## src/panel_io_pkg.sv

```systemverilog
// package: register map, field layouts and reset values of the panel block
package panel_io_pkg;
  // register byte offsets on the apb bus
  localparam logic [7:0] OFF_RGB      = 8'h00; // rgb lamp control, bits 2:0
  localparam logic [7:0] OFF_SEG_ONE  = 8'h04; // display one pattern
  localparam logic [7:0] OFF_SEG_TWO  = 8'h08; // display two pattern
  localparam logic [7:0] OFF_SEG_THR  = 8'h0c; // display three pattern
  localparam logic [7:0] OFF_UPDATE   = 8'h10; // write 1s: load displays
  localparam logic [7:0] OFF_BUTTON   = 8'h14; // sampled buttons, event byte
  localparam logic [7:0] OFF_IRQ_STAT = 8'h18; // sticky events, w1c
  localparam logic [7:0] OFF_IRQ_MASK = 8'h1c; // interrupt mask
  // rgb field positions
  localparam int RGB_RED   = 0;
  localparam int RGB_GREEN = 1;
  localparam int RGB_BLUE  = 2;
  // segment bit positions: a..g then decimal point
  localparam int SEG_A  = 0;
  localparam int SEG_DP = 7;
  // event byte values
  localparam logic [7:0] BUTTON_ASSERT_PATTERN = 8'ha5;
  localparam logic [7:0] BUTTON_IDLE_PATTERN   = 8'h00;
  // interrupt status bits
  localparam int IRQ_PRESS   = 0; // a button went down
  localparam int IRQ_RELEASE = 1; // both buttons back up
  localparam int IRQ_BITS    = 2;
  // reset values
  localparam logic [7:0] SEG_RESET = 8'h00;
  localparam logic [2:0] RGB_RESET = 3'h0;
  // timing: the block uses the bus clock only, one cycle per sample
  localparam int SAMPLE_CYCLES = 1;

  // pin group for one lamp bank: level driven and its enable
  typedef struct packed {
    logic [7:0] level;
    logic [7:0] drive;
  } sink_pins_t;
endpackage

```

## src/sink_driver.sv

```systemverilog
// one bank of active-low current-sink pins loaded on an update enable
module sink_driver #(
  parameter int WIDTH = 8
) (
  input  wire logic             pclk,
  input  wire logic             presetn,
  input  wire logic             update,   // load enable
  input  wire logic [WIDTH-1:0] pattern,  // set bit lights the lamp
  output logic      [WIDTH-1:0] sink_out, // always low when driven
  output logic      [WIDTH-1:0] sink_oe   // high pulls cathode to ground
);
  // a lit lamp is a driven low; an unlit lamp is a released pin, never high
  always_ff @(posedge pclk or negedge presetn) begin
    if (!presetn) begin
      sink_oe <= '0;
    end else if (update) begin
      sink_oe <= pattern;
    end
  end
  // the level never goes high, so a stray enable can only sink current
  always_ff @(posedge pclk or negedge presetn) begin
    if (!presetn) begin
      sink_out <= '0;
    end else begin
      sink_out <= '0;
    end
  end
endmodule

```

## src/button_sampler.sv

```systemverilog
// samples the two push buttons every clock and builds the event byte
module button_sampler (
  input  wire logic       pclk,
  input  wire logic       presetn,
  input  wire logic       button_one_in,  // active-low button
  input  wire logic       button_two_in,  // active-low button
  output logic [1:0]      sampled,        // registered pin levels
  output logic [7:0]      event_byte      // assert pattern or idle value
);
  // pins are taken as synchronous; one register stage per edge
  wire any_low = !button_one_in || !button_two_in;

  always_ff @(posedge pclk or negedge presetn) begin
    if (!presetn) begin
      sampled    <= 2'h3;
      event_byte <= panel_io_pkg::BUTTON_IDLE_PATTERN;
    end else begin
      sampled <= {button_two_in, button_one_in};
      event_byte <= any_low ? panel_io_pkg::BUTTON_ASSERT_PATTERN
                            : panel_io_pkg::BUTTON_IDLE_PATTERN;
    end
  end
endmodule

```

## src/panel_io.sv

```systemverilog
// top: apb registers, rgb lamp, three segment displays, push buttons
//
// Chosen here: the register addresses and the APB slave port.
module panel_io (
  input  wire logic        pclk,
  input  wire logic        presetn,
  // apb slave
  input  wire logic        psel,
  input  wire logic        penable,
  input  wire logic        pwrite,
  input  wire logic [7:0]  paddr,
  input  wire logic [31:0] pwdata,
  output logic [31:0]      prdata,
  output logic             pready,
  output logic             pslverr,
  // rgb lamp, open-drain sinks
  output logic             rgb_red_sink,
  output logic             rgb_red_sink_oe,
  output logic             rgb_green_sink,
  output logic             rgb_green_sink_oe,
  output logic             rgb_blue_sink,
  output logic             rgb_blue_sink_oe,
  // segment cathodes, bit 7 is decimal_point_segment
  output logic [7:0]       seg_one_sink,
  output logic [7:0]       seg_one_sink_oe,
  output logic [7:0]       seg_two_sink,
  output logic [7:0]       seg_two_sink_oe,
  output logic [7:0]       seg_thr_sink,
  output logic [7:0]       seg_thr_sink_oe,
  // push buttons, never driven
  input  wire logic        button_one_in,
  input  wire logic        button_two_in,
  output logic [7:0]       button_event,
  output logic             irq
);
  // software-visible registers
  logic [2:0]  rgb_ctl;      // set bit lights the channel
  logic [7:0]  seg_pat [3];  // per display pattern
  logic [2:0]  seg_update;   // one-cycle load pulses
  localparam int IRQ_W = panel_io_pkg::IRQ_BITS; // interrupt vector width
  logic [IRQ_W-1:0] irq_stat;  // sticky events
  logic [IRQ_W-1:0] irq_mask;  // enables

  // apb decode: single-wait-free slave, answers in the access phase
  wire access  = psel && penable;
  wire wr      = access && pwrite;
  wire hit_rgb = paddr == panel_io_pkg::OFF_RGB;
  wire hit_s1  = paddr == panel_io_pkg::OFF_SEG_ONE;
  wire hit_s2  = paddr == panel_io_pkg::OFF_SEG_TWO;
  wire hit_s3  = paddr == panel_io_pkg::OFF_SEG_THR;
  wire hit_upd = paddr == panel_io_pkg::OFF_UPDATE;
  wire hit_btn = paddr == panel_io_pkg::OFF_BUTTON;
  wire hit_ist = paddr == panel_io_pkg::OFF_IRQ_STAT;
  wire hit_imk = paddr == panel_io_pkg::OFF_IRQ_MASK;
  wire mapped  = hit_rgb || hit_s1 || hit_s2 || hit_s3 || hit_upd
              || hit_btn || hit_ist || hit_imk;

  // button sampling
  logic [1:0] btn_now;     // sampled levels, one per button
  logic [1:0] btn_prev;    // previous sample for edge events
  logic [7:0] next_event;  // event byte from the sampler
  button_sampler u_buttons (
    .pclk          (pclk),
    .presetn       (presetn),
    .button_one_in (button_one_in),
    .button_two_in (button_two_in),
    .sampled       (btn_now),
    .event_byte    (next_event)
  );

  // events: a press when some button first goes low, release when all up
  wire any_now   = !(&btn_now);
  wire any_prev  = !(&btn_prev);
  wire ev_press  = any_now && !any_prev;
  wire ev_rel    = !any_now && any_prev;
  wire [IRQ_W-1:0] ev_vec = {ev_rel, ev_press};
  wire [IRQ_W-1:0] w1c    = (wr && hit_ist) ? pwdata[IRQ_W-1:0] : '0;

  // read mux as named wires
  wire [31:0] rd_rgb = {29'h0, rgb_ctl};
  wire [31:0] rd_s1  = {24'h0, seg_pat[0]};
  wire [31:0] rd_s2  = {24'h0, seg_pat[1]};
  wire [31:0] rd_s3  = {24'h0, seg_pat[2]};
  wire [31:0] rd_btn = {22'h0, btn_now, next_event};
  wire [31:0] rd_ist = {30'h0, irq_stat};
  wire [31:0] rd_imk = {30'h0, irq_mask};
  wire [31:0] next_rdata = hit_rgb ? rd_rgb :
                           hit_s1  ? rd_s1  :
                           hit_s2  ? rd_s2  :
                           hit_s3  ? rd_s3  :
                           hit_btn ? rd_btn :
                           hit_ist ? rd_ist :
                           hit_imk ? rd_imk : 32'h0;

  // bus answer: pready and data registered in the setup cycle
  always_ff @(posedge pclk or negedge presetn) begin
    if (!presetn) begin
      pready  <= 1'b0;
      pslverr <= 1'b0;
      prdata  <= 32'h0;
    end else begin
      pready  <= psel && !penable;
      pslverr <= psel && !penable && !mapped;
      prdata  <= (psel && !penable && !pwrite) ? next_rdata : 32'h0;
    end
  end

  // writes land only on the completing access edge
  wire wr_ok = wr && pready;

  // control registers; pattern bit order shared with software
  always_ff @(posedge pclk or negedge presetn) begin
    if (!presetn) begin
      rgb_ctl    <= panel_io_pkg::RGB_RESET;
      seg_pat[0] <= panel_io_pkg::SEG_RESET;
      seg_pat[1] <= panel_io_pkg::SEG_RESET;
      seg_pat[2] <= panel_io_pkg::SEG_RESET;
      irq_mask   <= '0;
    end else begin
      if (wr_ok && hit_rgb) rgb_ctl    <= pwdata[2:0];
      if (wr_ok && hit_s1)  seg_pat[0] <= pwdata[7:0];
      if (wr_ok && hit_s2)  seg_pat[1] <= pwdata[7:0];
      if (wr_ok && hit_s3)  seg_pat[2] <= pwdata[7:0];
      if (wr_ok && hit_imk) irq_mask   <= pwdata[IRQ_W-1:0];
    end
  end

  // update strobes: one cycle after the write, so patterns written in the
  // same bus transfer order are already stored
  always_ff @(posedge pclk or negedge presetn) begin
    if (!presetn) begin
      seg_update <= 3'h0;
    end else begin
      seg_update <= (wr_ok && hit_upd) ? pwdata[2:0] : 3'h0;
    end
  end

  // sticky status: a new event beats a clear in the same cycle
  always_ff @(posedge pclk or negedge presetn) begin
    if (!presetn) begin
      irq_stat <= '0;
      btn_prev <= 2'h3;
      irq      <= 1'b0;
    end else begin
      btn_prev <= btn_now;
      irq_stat <= (irq_stat & ~(wr_ok ? w1c : '0)) | ev_vec;
      irq      <= |(((irq_stat & ~(wr_ok ? w1c : '0)) | ev_vec) & irq_mask);
    end
  end

  // event byte output
  always_ff @(posedge pclk or negedge presetn) begin
    if (!presetn) begin
      button_event <= panel_io_pkg::BUTTON_IDLE_PATTERN;
    end else begin
      button_event <= next_event;
    end
  end

  // rgb: each channel its own pin, follows its control bit directly
  always_ff @(posedge pclk or negedge presetn) begin
    if (!presetn) begin
      rgb_red_sink_oe   <= 1'b0;
      rgb_green_sink_oe <= 1'b0;
      rgb_blue_sink_oe  <= 1'b0;
    end else begin
      rgb_red_sink_oe   <= rgb_ctl[panel_io_pkg::RGB_RED];
      rgb_green_sink_oe <= rgb_ctl[panel_io_pkg::RGB_GREEN];
      rgb_blue_sink_oe  <= rgb_ctl[panel_io_pkg::RGB_BLUE];
    end
  end
  // released channels float; level is ground whenever enabled
  always_ff @(posedge pclk or negedge presetn) begin
    if (!presetn) begin
      rgb_red_sink   <= 1'b0;
      rgb_green_sink <= 1'b0;
      rgb_blue_sink  <= 1'b0;
    end else begin
      rgb_red_sink   <= 1'b0;
      rgb_green_sink <= 1'b0;
      rgb_blue_sink  <= 1'b0;
    end
  end

  // three display banks
  sink_driver #(.WIDTH(8)) u_seg_one (
    .pclk     (pclk),
    .presetn  (presetn),
    .update   (seg_update[0]),
    .pattern  (seg_pat[0]),
    .sink_out (seg_one_sink),
    .sink_oe  (seg_one_sink_oe)
  );
  sink_driver #(.WIDTH(8)) u_seg_two (
    .pclk     (pclk),
    .presetn  (presetn),
    .update   (seg_update[1]),
    .pattern  (seg_pat[1]),
    .sink_out (seg_two_sink),
    .sink_oe  (seg_two_sink_oe)
  );
  sink_driver #(.WIDTH(8)) u_seg_thr (
    .pclk     (pclk),
    .presetn  (presetn),
    .update   (seg_update[2]),
    .pattern  (seg_pat[2]),
    .sink_out (seg_thr_sink),
    .sink_oe  (seg_thr_sink_oe)
  );

  // checks: each display bank moves only on its own update pulse
  seg_hold_a: assert property (@(posedge pclk)
    disable iff (!presetn)
    !seg_update[0] |=> $stable(seg_one_sink_oe))
    else $error("display one changed without update");
  seg_load_a: assert property (@(posedge pclk)
    disable iff (!presetn)
    seg_update[0] |=> seg_one_sink_oe == $past(seg_pat[0]))
    else $error("display one did not load pattern");
  two_hold_a: assert property (@(posedge pclk)
    disable iff (!presetn)
    !seg_update[1] |=> $stable(seg_two_sink_oe))
    else $error("display two changed without update");
  two_load_a: assert property (@(posedge pclk)
    disable iff (!presetn)
    seg_update[1] |=> seg_two_sink_oe == $past(seg_pat[1]))
    else $error("display two did not load pattern");
  thr_hold_a: assert property (@(posedge pclk)
    disable iff (!presetn)
    !seg_update[2] |=> $stable(seg_thr_sink_oe))
    else $error("display three changed without update");
  thr_load_a: assert property (@(posedge pclk)
    disable iff (!presetn)
    seg_update[2] |=> seg_thr_sink_oe == $past(seg_pat[2]))
    else $error("display three did not load pattern");
  update_idle_a: assert property (@(posedge pclk)
    disable iff (!presetn)
    !(wr_ok && hit_upd) |=> seg_update == 3'h0)
    else $error("update pulse without update write");
  pattern_hold_a: assert property (@(posedge pclk)
    disable iff (!presetn)
    !(wr_ok && hit_s1) |=> $stable(seg_pat[0]))
    else $error("display one pattern changed without write");
  // checks: cathode and rgb levels never go high, only the enables move
  seg_level_a: assert property (@(posedge pclk)
    disable iff (!presetn)
    seg_two_sink == 8'h00 && seg_thr_sink == 8'h00)
    else $error("segment cathode driven high");
  one_level_a: assert property (@(posedge pclk)
    disable iff (!presetn)
    seg_one_sink == 8'h00)
    else $error("display one cathode driven high");
  rgb_level_a: assert property (@(posedge pclk)
    disable iff (!presetn)
    !rgb_red_sink && !rgb_green_sink && !rgb_blue_sink)
    else $error("rgb pin driven high");
  rgb_follow_a: assert property (@(posedge pclk)
    disable iff (!presetn)
    ##1 rgb_blue_sink_oe == $past(rgb_ctl[2]))
    else $error("blue channel not following control");
  red_follow_a: assert property (@(posedge pclk)
    disable iff (!presetn)
    ##1 rgb_red_sink_oe == $past(rgb_ctl[0]))
    else $error("red channel not following control");
  green_follow_a: assert property (@(posedge pclk)
    disable iff (!presetn)
    ##1 rgb_green_sink_oe == $past(rgb_ctl[1]))
    else $error("green channel not following control");
  rgb_hold_a: assert property (@(posedge pclk)
    disable iff (!presetn)
    !(wr_ok && hit_rgb) |=> $stable(rgb_ctl))
    else $error("rgb control changed without write");
  // checks: button sampling and the event byte
  btn_assert_a: assert property (@(posedge pclk)
    disable iff (!presetn)
    !button_one_in |-> ##2 button_event == 8'ha5)
    else $error("assert pattern missing after press");
  btn_two_a: assert property (@(posedge pclk)
    disable iff (!presetn)
    !button_two_in |-> ##2 button_event == 8'ha5)
    else $error("assert pattern missing after second press");
  btn_idle_a: assert property (@(posedge pclk)
    disable iff (!presetn)
    (button_one_in && button_two_in) |-> ##2 button_event == 8'h00)
    else $error("idle value missing with buttons up");
  event_legal_a: assert property (@(posedge pclk)
    disable iff (!presetn)
    button_event == panel_io_pkg::BUTTON_ASSERT_PATTERN
    || button_event == panel_io_pkg::BUTTON_IDLE_PATTERN)
    else $error("event byte neither assert nor idle value");
  btn_sample_a: assert property (@(posedge pclk)
    disable iff (!presetn)
    ##1 btn_now == $past({button_two_in, button_one_in}))
    else $error("buttons not sampled every edge");
  // checks: apb answers in the first access cycle and only then
  ready_timing_a: assert property (@(posedge pclk)
    disable iff (!presetn)
    (psel && !penable) |=> pready)
    else $error("ready missing in first access cycle");
  ready_only_a: assert property (@(posedge pclk)
    disable iff (!presetn)
    !(psel && !penable) |=> !pready)
    else $error("ready without a setup cycle");
  slverr_pair_a: assert property (@(posedge pclk)
    disable iff (!presetn)
    pslverr |-> pready)
    else $error("slave error without ready");
  slverr_mapped_a: assert property (@(posedge pclk)
    disable iff (!presetn)
    (psel && !penable && mapped) |=> !pslverr)
    else $error("slave error on a mapped register");
  rdata_write_a: assert property (@(posedge pclk)
    disable iff (!presetn)
    (psel && !penable && pwrite) |=> prdata == 32'h0)
    else $error("read data not zero on a write");
  rdata_idle_a: assert property (@(posedge pclk)
    disable iff (!presetn)
    !(psel && !penable) |=> prdata == 32'h0)
    else $error("read data not zero outside access");
  // checks: sticky status, set beats clear, level interrupt
  stat_sticky_a: assert property (@(posedge pclk)
    disable iff (!presetn)
    !(wr_ok && hit_ist) |=>
    (irq_stat & $past(irq_stat)) == $past(irq_stat))
    else $error("status bit lost without clear");
  press_set_a: assert property (@(posedge pclk)
    disable iff (!presetn)
    ev_press |=> irq_stat[panel_io_pkg::IRQ_PRESS])
    else $error("press event not recorded");
  release_set_a: assert property (@(posedge pclk)
    disable iff (!presetn)
    ev_rel |=> irq_stat[panel_io_pkg::IRQ_RELEASE])
    else $error("release event not recorded");
  clear_w1c_a: assert property (@(posedge pclk)
    disable iff (!presetn)
    (wr_ok && w1c[panel_io_pkg::IRQ_PRESS] && !ev_press)
    |=> !irq_stat[panel_io_pkg::IRQ_PRESS])
    else $error("press status not cleared by write");
  irq_level_a: assert property (@(posedge pclk)
    disable iff (!presetn)
    ##1 irq == |(irq_stat & $past(irq_mask)))
    else $error("interrupt not following masked status");
  // checks: reset releases every lamp pin, so no disable here
  pin_reset_a: assert property (@(posedge pclk)
    !presetn |-> seg_one_sink_oe == 8'h00 && seg_two_sink_oe == 8'h00
    && seg_thr_sink_oe == 8'h00 && !rgb_red_sink_oe
    && !rgb_green_sink_oe && !rgb_blue_sink_oe)
    else $error("lamp pin driven during reset");
endmodule

```

## config.mk

```make
export PLATFORM = sky130hd
export DESIGN_NAME = panel_io
export DESIGN_NICKNAME = d
export VERILOG_FILES = /design/src/panel_io_pkg.sv /design/src/sink_driver.sv /design/src/button_sampler.sv /design/src/panel_io.sv
export SDC_FILE = /design/constraint.sdc
export NUM_CORES = 1
export LEC_CHECK = 0
export BUFFER_PORTS_ARGS = -buffer_cell sky130_fd_sc_hd__buf_2
export CORE_MARGIN = 4
export CORE_UTILIZATION = 50
export CTS_CLUSTER_SIZE = 25
export DETAILED_ROUTE_END_ITERATION = 8
export GPL_TIMING_DRIVEN = 0
export MAX_ROUTING_LAYER = met4
export PLACE_DENSITY = 0.81
export SYNTH_ARGS = -nofsm -noshare
export SYNTH_HDL_FRONTEND = slang
export SYNTH_HIERARCHICAL = 1
export SYNTH_SLANG_ARGS = --single-unit
```

## constraint.sdc

```tcl
create_clock -name pclk -period 2 [get_ports pclk]
set_input_delay 0.1 -clock pclk [delete_from_list [all_inputs] [get_ports pclk]]
set_output_delay 0.1 -clock pclk [all_outputs]
set_load 0.02 [all_outputs]
```

==> out/results.ini, run 1 <==
[floorplan]
die_area_mm2 = 0.00930
start_util_pct = 52.8
io_pins = 144
num_rows = 31
die_y_um = 96.4
core-area_mm2 = 0.00741
dieWidth_um = 96.4

[hold_path]
min_from = pwdata[4]
hold_class = in -> reg
hold_depth = 2
min_to = rd_s2[4]

[worst_setup_path]
crit_arrival_ns = 2.15
crit_path_top_delay_cell = dlygate4sd3_1
r2r_slack_ns = 0.12
r2r_start = pready
worst_r2r_path_depth = 5
startpoint_type = input pin
cpPeakStageDelay_ns = 0.53
crit_path_max_fanout = 8
crit_type = in -> reg
cpMostUsedCell = buf_2
required_ns = 2.24
cp_cell_sequence = dlygate4sd3_1 > buf_2 > nand4_1 > or3_1 > buf_2 > nor3_4 > mux2_2
rr_endpoint = rd_s2[1]
cp-end-kind = flop

[placed_design]
placed_cell_area_mm2 = 0.00459
port-buffer-count = 69
hpwlAfterDp_um = 5900
gp_congestion = 0.903

[logic_synthesis]
synthTopCellsByArea = dfrtp_1, buf_4, mux2_4, mux2_2, dfstp_2
ys_seq_elements = 87
ys.flop_type = dfrtp_1
synthCells = 286
synthArstFlopShare_pct = 100
yosysTopAreaCell = dfrtp_1
ys_types = 39
synth.yosys.warnings = 6
synth_edf_count = 0
syn_area_per_cell_um2 = 13.7
synthesis.area_mm2 = 0.00391
ys_seq_area_share_pct = 55.8
synth_top_area_share_pct = 53.1

[cts]
cts_buffers = 9
clock_latency_ns = 0.36
clockBufferDepth = 2
cts.clk_slew.worst_paths_ns = 0.08
cts_resized = 0
h-tree-depth = 3
cts_setup_buffers = 0
cts_num_sinks = 87
root_buffer = clkbuf_8
cts_tree = built
postCtsHoldBufs = 7

[drt]
ant_nets = 0
viasPerCell = 4.67
first_pass_iters = 5
vias = 2454
drtIter0Drc = 144
routedWlPerCell_um = 14.8
drc_errors = 0
wirelength_um = 7810

[final_layout]
fin_area_mm2 = 0.00485
fin_nets = 469
antenna-diode-count = 0
area_growth_pct = 24.1
drive_above_1_share_pct = 49.4

[timing]
tightest_slew_ns = 0.663
slew_violations = 0
setup_tns_ns = 0
finalCritPeriodShare_pct = 95.5
finalCriticalPeriod_ns = 1.91
setup_viol = 0
finalHoldViolations = 0
fmax_mhz = 524
relSlewSlack_pct = 55.5
rsz0062_at_grt = no
fin_skew_ns = 0.00992
finalHoldWorstSlack_ns = 0.0230

[power]
ir_worst_vdd_mv = 0.357
power.leakage_nw = 2.61
p_per_area_mw_per_mm2 = 678

[run]
drv_cap = 0

[global_route]
grt_pass1_wl_um = 12500
grt_max_degree = 54
busiest_layer = met2
grtUsageMet2_pct = 29.4
grtUsageTotal_pct = 18.4
antenna_found_initial = 0
met3_usage_pct = 3.80
grt_overflow = 0
grt_util_met1_pct = 22.3
grt_pass1_vias = 2527

[run_status]
status = finished clean

## flip-flops by register name, summed over array words and instances (netlist names), 8 cells and up
register           count
prdata                10
button_event           8
rd_s1                  8
rd_s2                  8
rd_s3                  8
u_seg_one/sink_oe      8
u_seg_thr/sink_oe      8
u_seg_two/sink_oe      8
## layout make-up
class                           instances  area, µm²
Fill cell                             561       2550
Sequential cell                        87       2180
Multi-Input combinational cell        179       1420
Buffer                                 66        483
Timing Repair Buffer                   77        445
Clock buffer                           12        165
Tap cell                               99        124
Clock inverter                          4       28.8
Inverter                                2       7.51
## synthesized netlist by cell type (3+ instances only)
| cell | number |
|---|---|
| and2_1 | 3 |
| a222oi_1 | 5 |
| conb_1 | 5 |
| mux2_4 | 24 |
| dfrtp_1 | 83 |
| nand3_1 | 3 |
| clkbuf_1 | 5 |
| mux2_2 | 31 |
| nor2b_1 | 7 |
| nand2_1 | 5 |
| a22o_1 | 6 |
| dfstp_2 | 4 |
| nor2_1 | 8 |
| buf_6 | 3 |
| nand2b_1 | 4 |
| nor3_1 | 3 |
| buf_4 | 56 |
## per-layer routing
layer / up-vias / wire [µm] / part of all wire (%)
met4: 0 / 249 / 3.2
li1: 1173 / - / -
met1: 1169 / 3220 / 41
met2: 91 / 3900 / 50
met5: - / 0 / 0
met3: 21 / 435 / 5.6
## power by group
group / internal (W) / total [W] / switching, W
logic: 0.000138 / 0.000346 / 0.000209
registers: 0.00178 / 0.00179 / 0.0000106
clock network: 0.000553 / 0.00116 / 0.000604
## worst max path at each step
stage	from	end	slack (ns)	cells past startpoint
floorplan	paddr[0]	rd_s2[0]	0.06	5
global placement	paddr[0]	rd_s2[4]	-0.18	6
detailed placement	paddr[0]	rd_s2[6]	-0.18	6
CTS	pready	rd_s2[1]	0.12	5
global route	pwrite	rd_s2[0]	0.01	7
finish	penable	rd_s2[1]	0.09	7
## stage by stage
stage,instances,total power [W],setup WS (ns),utilization [%]
2_1_floorplan,334,0.00205,0.0629,-
3_3_place_gp,502,0.00214,-0.176,61.6
3_5_place_dp,503,0.00215,-0.177,62.0
4_1_cts,526,0.00331,0.120,65.5
5_1_grt,526,0.00342,0.0126,65.5
6_report,526,0.00329,0.0898,65.5
## kinds of logic (layout without fill, tap and decap cells)
logic type | count (synthesis) | count (layout) | share of synthesized area [%]
flops | 87 | 87 | 55.8
buf+inv | 68 | 161 | 12.5
mux | 58 | 58 | 19.2
simple gates | 46 | 46 | 7.17
compound gates | 22 | 22 | 4.80
other cells | 5 | 53 | 0.480
## critical path, delay by kind of cell
kind          cells  cell delay (ns)
mux               1             0.39
buf+inv           3             0.84
simple gates      3             0.83
## cell usage in the layout (no fill, tap or decap), types with 2 or more instances in the layout
cell type,n
nor3_1,3
a222oi_1,5
dfstp_2,4
clkinvlp_4,2
nor2b_1,7
dfrtp_1,83
clkbuf_1,5
and4_1,2
conb_1,53
buf_6,3
buf_4,57
and2_1,3
or4_1,2
nand4b_1,2
clkbuf_8,12
nand2b_1,4
a21oi_1,2
dlygate4sd3_1,7
nor2_1,8
mux2_2,31
a21o_1,2
nand3_1,3
inv_1,2
buf_2,70
o2111a_1,2
mux2i_1,2
mux2_4,24
nand2_1,5
a22o_1,6
(Power assumes the default switching activity.)
==> inputs of run 2 (changes only) <==
CORE_ASPECT_RATIO = 1.4   (was not set)
==> run 2 against run 1 <==
- flip-flop and latch count did not move
- clock-buffer cell count rose by 1
- wire length rose by 1.5%
- worst hold slack improved by 0.0023 ns
- critical path depth did not move
- clock power fell by 6%
- critical path type unchanged
- critical endpoint is now rd_s2[2]
==> out/results.ini, run 2 (synthesized netlist as in run 1, its figures left out) <==
[cts]
cts_buffers = 9
cts_tree = built
cts_setup_buffers = 0
root_buffer = clkbuf_8
clock_latency_ns = 0.35
cts_num_sinks = 87
clockBufferDepth = 2
h-tree-depth = 3
cts.clk_slew.worst_paths_ns = 0.08

[drt]
first_pass_iters = 4
routedWlPerCell_um = 15.2
ant_nets = 0
drc_errors = 0
vias = 2449
drtIter0Drc = 140
viasPerCell = 4.70
wirelength_um = 7920

[worst_setup_path]
crit_family = simple AND/OR/NAND/NOR gates
endpoint = rd_s2[2]
r2r_start = pready
cp_cell_sequence = dlygate4sd3_1 > buf_2 > nand4_1 > or3_1 > buf_2 > nor3_4 > mux2_2
worst-path-buf-inv = 3
crit_path_top_delay_cell = dlygate4sd3_1
cpPeakStageDelay_ns = 0.52
crit_arrival_ns = 2.14
crit_path_max_fanout = 8
startpoint_type = input pin
crit_type = in -> reg
rr_endpoint = rd_s2[2]
r2r_slack_ns = 0.09
worst_r2r_path_depth = 5
cpMostUsedCell = buf_2
required_ns = 2.23
critPathLaunch = penable
crit_cells = 7
cp-end-kind = flop

[floorplan]
core-area_mm2 = 0.00750
dieWidth_um = 82.8
die_area_mm2 = 0.00932
num_rows = 37
start_util_pct = 52.2
die_y_um = 113
io_pins = 144

[timing]
rsz0062_at_grt = no
relSlewSlack_pct = 48.3
tightest_slew_ns = 0.770
fin_ws_ns = 0.0872
finalHoldViolations = 0
setup_viol = 0
fin_skew_ns = 0.00686
finalCriticalPeriod_ns = 1.91
fmax_mhz = 523
finalCritPeriodShare_pct = 95.6
slew_violations = 0

[placed_design]
placed_cell_area_mm2 = 0.00459
port-buffer-count = 69
hpwlAfterDp_um = 6010
pre_cts_slack_ns = -0.250
gp_congestion = 0.875

[final_layout]
fin_area_mm2 = 0.00480
fin_util_pct = 64.1
fin_nets = 466
antenna-diode-count = 0
drive_above_1_share_pct = 49.3
largest-register = prdata
area_growth_pct = 22.8
layout_commonest_cell = dfrtp_1
fillers = 569
final_cell_mix = dfrtp_1, buf_2, buf_4
largest_register_ffs = 10

[run_status]
status = finished clean

[global_route]
grt_overflow = 0
grt_pass1_vias = 2426
grtUsageTotal_pct = 18.2
antenna_found_initial = 0
grt_pass1_wl_um = 12300
grt_max_degree = 73

[hold_path]
min_from = pwrite
hold_class = in -> reg

[power]
p_per_area_mw_per_mm2 = 672
ir_worst_vdd_mv = 0.397
power.leakage_nw = 2.59

[run]
drv_cap = 0

-- run 2: what timing repair did --
action | CTS | global route
resized for setup | 0 | 0
hold endpoints to repair | 89 | 0
setup endpoints to repair | 0 | 8
hold buffers | 4 | 0
-- run 2: where the power goes --
part | switching (W) | internal, W | leakage [nW] | total, W
Clock | 0.000578 | 0.000516 | 0.0894 | 0.00109
Combinational | 0.000211 | 0.000134 | 1.34 | 0.000345
Sequential | 0.0000102 | 0.00178 | 1.16 | 0.00179
-- run 2: cell type report --
| cell class | instances | area, µm² | area share, % |
|---|---|---|---|
| clock inverters | 3 | 17.5 | 0.365 |
| multi-input cells | 179 | 1420 | 29.5 |
| repair buffers | 74 | 415 | 8.65 |
| plain buffers | 66 | 483 | 10.1 |
| well taps | 97 | 121 | 2.53 |
| inverters | 2 | 7.51 | 0.156 |
| clock buffers | 13 | 159 | 3.31 |
| flip-flops and latches | 87 | 2180 | 45.4 |
-- run 2: routing by layer --
| metal | GRT usage [%] | vias to the layer above | wire [µm] |
|---|---|---|---|
| met5 | - | - | 0 |
| met4 | 7.52 | 0 | 178 |
| met3 | 2.73 | 15 | 506 |
| met2 | 29.8 | 100 | 4080 |
| met1 | 22.3 | 1174 | 3150 |
| li1 | - | 1160 | - |
-- run 2: worst min path at each step --
stage | cells past startpoint | end | slack, ns
after CTS | 3 | prdata[0] | 0.01
after global placement | 1 | u_buttons/sampled[0] | 0.22
after floorplan | 0 | button_event[0] | -0.20
final | 3 | prdata[0] | 0.03
after global routing | 3 | prdata[0] | 0.02
after detailed placement | 1 | u_seg_thr/sink_oe[4] | -0.02
-- run 2: worst min-delay path: cells and delay by family --
family                 cells  cell delay (ns)
and+or+nand+nor            1             0.11
AOI/OAI and AO/OA          1             0.04
buffers and inverters      1             0.08
-- run 2: per-stage QoR --
stage | setup TNS [ns] | total power, W | hold slack, ns | instances
3_3_place_gp | -3.31 | 0.00214 | 0.217 | 500
4_1_cts | 0 | 0.00325 | 0.0107 | 521
3_5_place_dp | -4.81 | 0.00216 | -0.0191 | 501
5_1_grt | 0 | 0.00335 | 0.0158 | 521
6_report | 0 | 0.00323 | 0.0253 | 521
2_1_floorplan | 0 | 0.00205 | -0.196 | 334
==> inputs of run 3 (changes only) <==
CTS_BUF_LIST = sky130_fd_sc_hd__clkbuf_8 sky130_fd_sc_hd__clkbuf_16   (was not set)
==> run 3 against run 2 <==
- clock power about the same
- register-to-register slack about the same
- core utilization is the same
- final cell count stayed put
- non-clock buffer count is the same
- setup slack got worse by 0.00096 ns
- critical path depth stayed put
==> out/results.ini, run 3 (synthesized netlist as in run 1, its figures left out) <==
[final_layout]
layout.cells.non_filler = 521
largest-register = prdata
fin_util_pct = 64.1
layout_commonest_cell = dfrtp_1
drive_above_1_share_pct = 49.3
largest_register_ffs = 10
final_cell_mix = dfrtp_1, buf_2, buf_4
fin_nets = 466
antenna-diode-count = 0
area_growth_pct = 22.8

[timing]
finalHoldWorstSlack_ns = 0.0255
fmax_mhz = 523
slew_violations = 0
relSlewSlack_pct = 47.6
fin_ws_ns = 0.0862
rsz0062_at_grt = no
tightest_slew_ns = 0.780
fin_skew_ns = 0.00684
finalHoldViolations = 0
finalCritPeriodShare_pct = 95.7
setup_viol = 0
finalCriticalPeriod_ns = 1.91

[drt]
first_pass_iters = 4
routedWlPerCell_um = 15.2
drtIter0Drc = 142
vias = 2453
drc_errors = 0
wirelength_um = 7940
viasPerCell = 4.71
ant_nets = 0

[placed_design]
port-buffer-count = 69
dp.cells = 501
gp_congestion = 0.875
hpwlAfterDp_um = 6010
pre_cts_slack_ns = -0.250

[worst_setup_path]
required_ns = 2.23
critPathLaunch = penable
crit_path_top_delay_cell = dlygate4sd3_1
r2r_slack_ns = 0.09
r2r_start = pready
rr_endpoint = rd_s2[2]
crit_type = in -> reg
cp-end-kind = flop
startpoint_type = input pin
worst_r2r_path_depth = 5
crit_path_max_fanout = 8
cpPeakStageDelay_ns = 0.52
crit_arrival_ns = 2.14
cpMostUsedCell = buf_2
cp_cell_sequence = dlygate4sd3_1 > buf_2 > nand4_1 > or3_1 > buf_2 > nor3_4 > mux2_2

[floorplan]
start_util_pct = 52.2
io_pins = 144
die_y_um = 113
die_area_mm2 = 0.00932
dieWidth_um = 82.8
core-area_mm2 = 0.00750
num_rows = 37

[cts]
clockBufferDepth = 2
cts_tree = built
cts.clk_slew.worst_paths_ns = 0.08
cts_buffers = 9
cts_resized = 0
cts_num_sinks = 87
clock_latency_ns = 0.35
cts_setup_buffers = 0
root_buffer = clkbuf_8
h-tree-depth = 3

[power]
power.leakage_nw = 2.59
p_per_area_mw_per_mm2 = 670
ir_worst_vdd_mv = 0.396
power.total_w = 0.00322

[hold_path]
min_from = pwrite
hold_class = in -> reg
hold_depth = 3
min_to = prdata[0]

[run_status]
status = finished clean

[global_route]
grt_overflow = 0
antenna_found_initial = 0
grt_max_degree = 73
grt_pass1_vias = 2426
grtUsageTotal_pct = 18.2
grt_pass1_wl_um = 12300

[run]
drv_cap = 0

run 3: critical path: cells and delay by family:
kind	cells	cell delay, ns
buf+inv	3	0.82
simple gates	3	0.83
mux	1	0.40
run 3: worst max-delay path by stage:
| stage | endpoint | cells past startpoint |
|---|---|---|
| final | rd_s2[2] | 7 |
| after detailed placement | rd_s2[1] | 6 |
| after global routing | rd_s2[1] | 7 |
| after floorplan | rd_s2[0] | 5 |
| after global placement | rd_s2[5] | 6 |
| after CTS | rd_s2[2] | 5 |
run 3: stage by stage:
stage	TNS, ns	cell area (µm²)
floorplan	0	4090
global placement	-3.31	4560
detailed placement	-4.81	4590
CTS	0	4800
global route	0	4800
finish	0	4800
run 3: cell type report:
class / count / area [µm²]
sequential: 87 / 2180
fill: 569 / 2700
clock inverter: 5 / 25.0
inverter: 2 / 7.51
tap: 97 / 121
clock buffer: 11 / 151
timing repair buffer: 74 / 415
buffer: 66 / 483
multi-input combinational: 179 / 1420
run 3: what timing repair did:
action,in CTS,in global routing
hold buffers,4,0
endpoints found under the hold margin,89,0
endpoints found under the setup margin,0,8
run 3: metal layers:
metal / up-vias / global-route usage (%) / share of wire, %
met5: - / - / 0
met4: 0 / 7.52 / 2.2
met3: 15 / 2.73 / 6.4
met2: 100 / 29.8 / 52
met1: 1178 / 22.3 / 40
li1: 1160 / - / -
run 3: where the power goes:
| part | total (W) | switching [W] | leakage, nW | internal, W |
|---|---|---|---|---|
| Sequential | 0.00179 | 0.0000103 | 1.16 | 0.00178 |
| Clock | 0.00109 | 0.000580 | 0.0977 | 0.000506 |
| Combinational | 0.000345 | 0.000212 | 1.34 | 0.000134 |
| Total | 0.00322 | 0.000802 | 2.59 | 0.00242 |
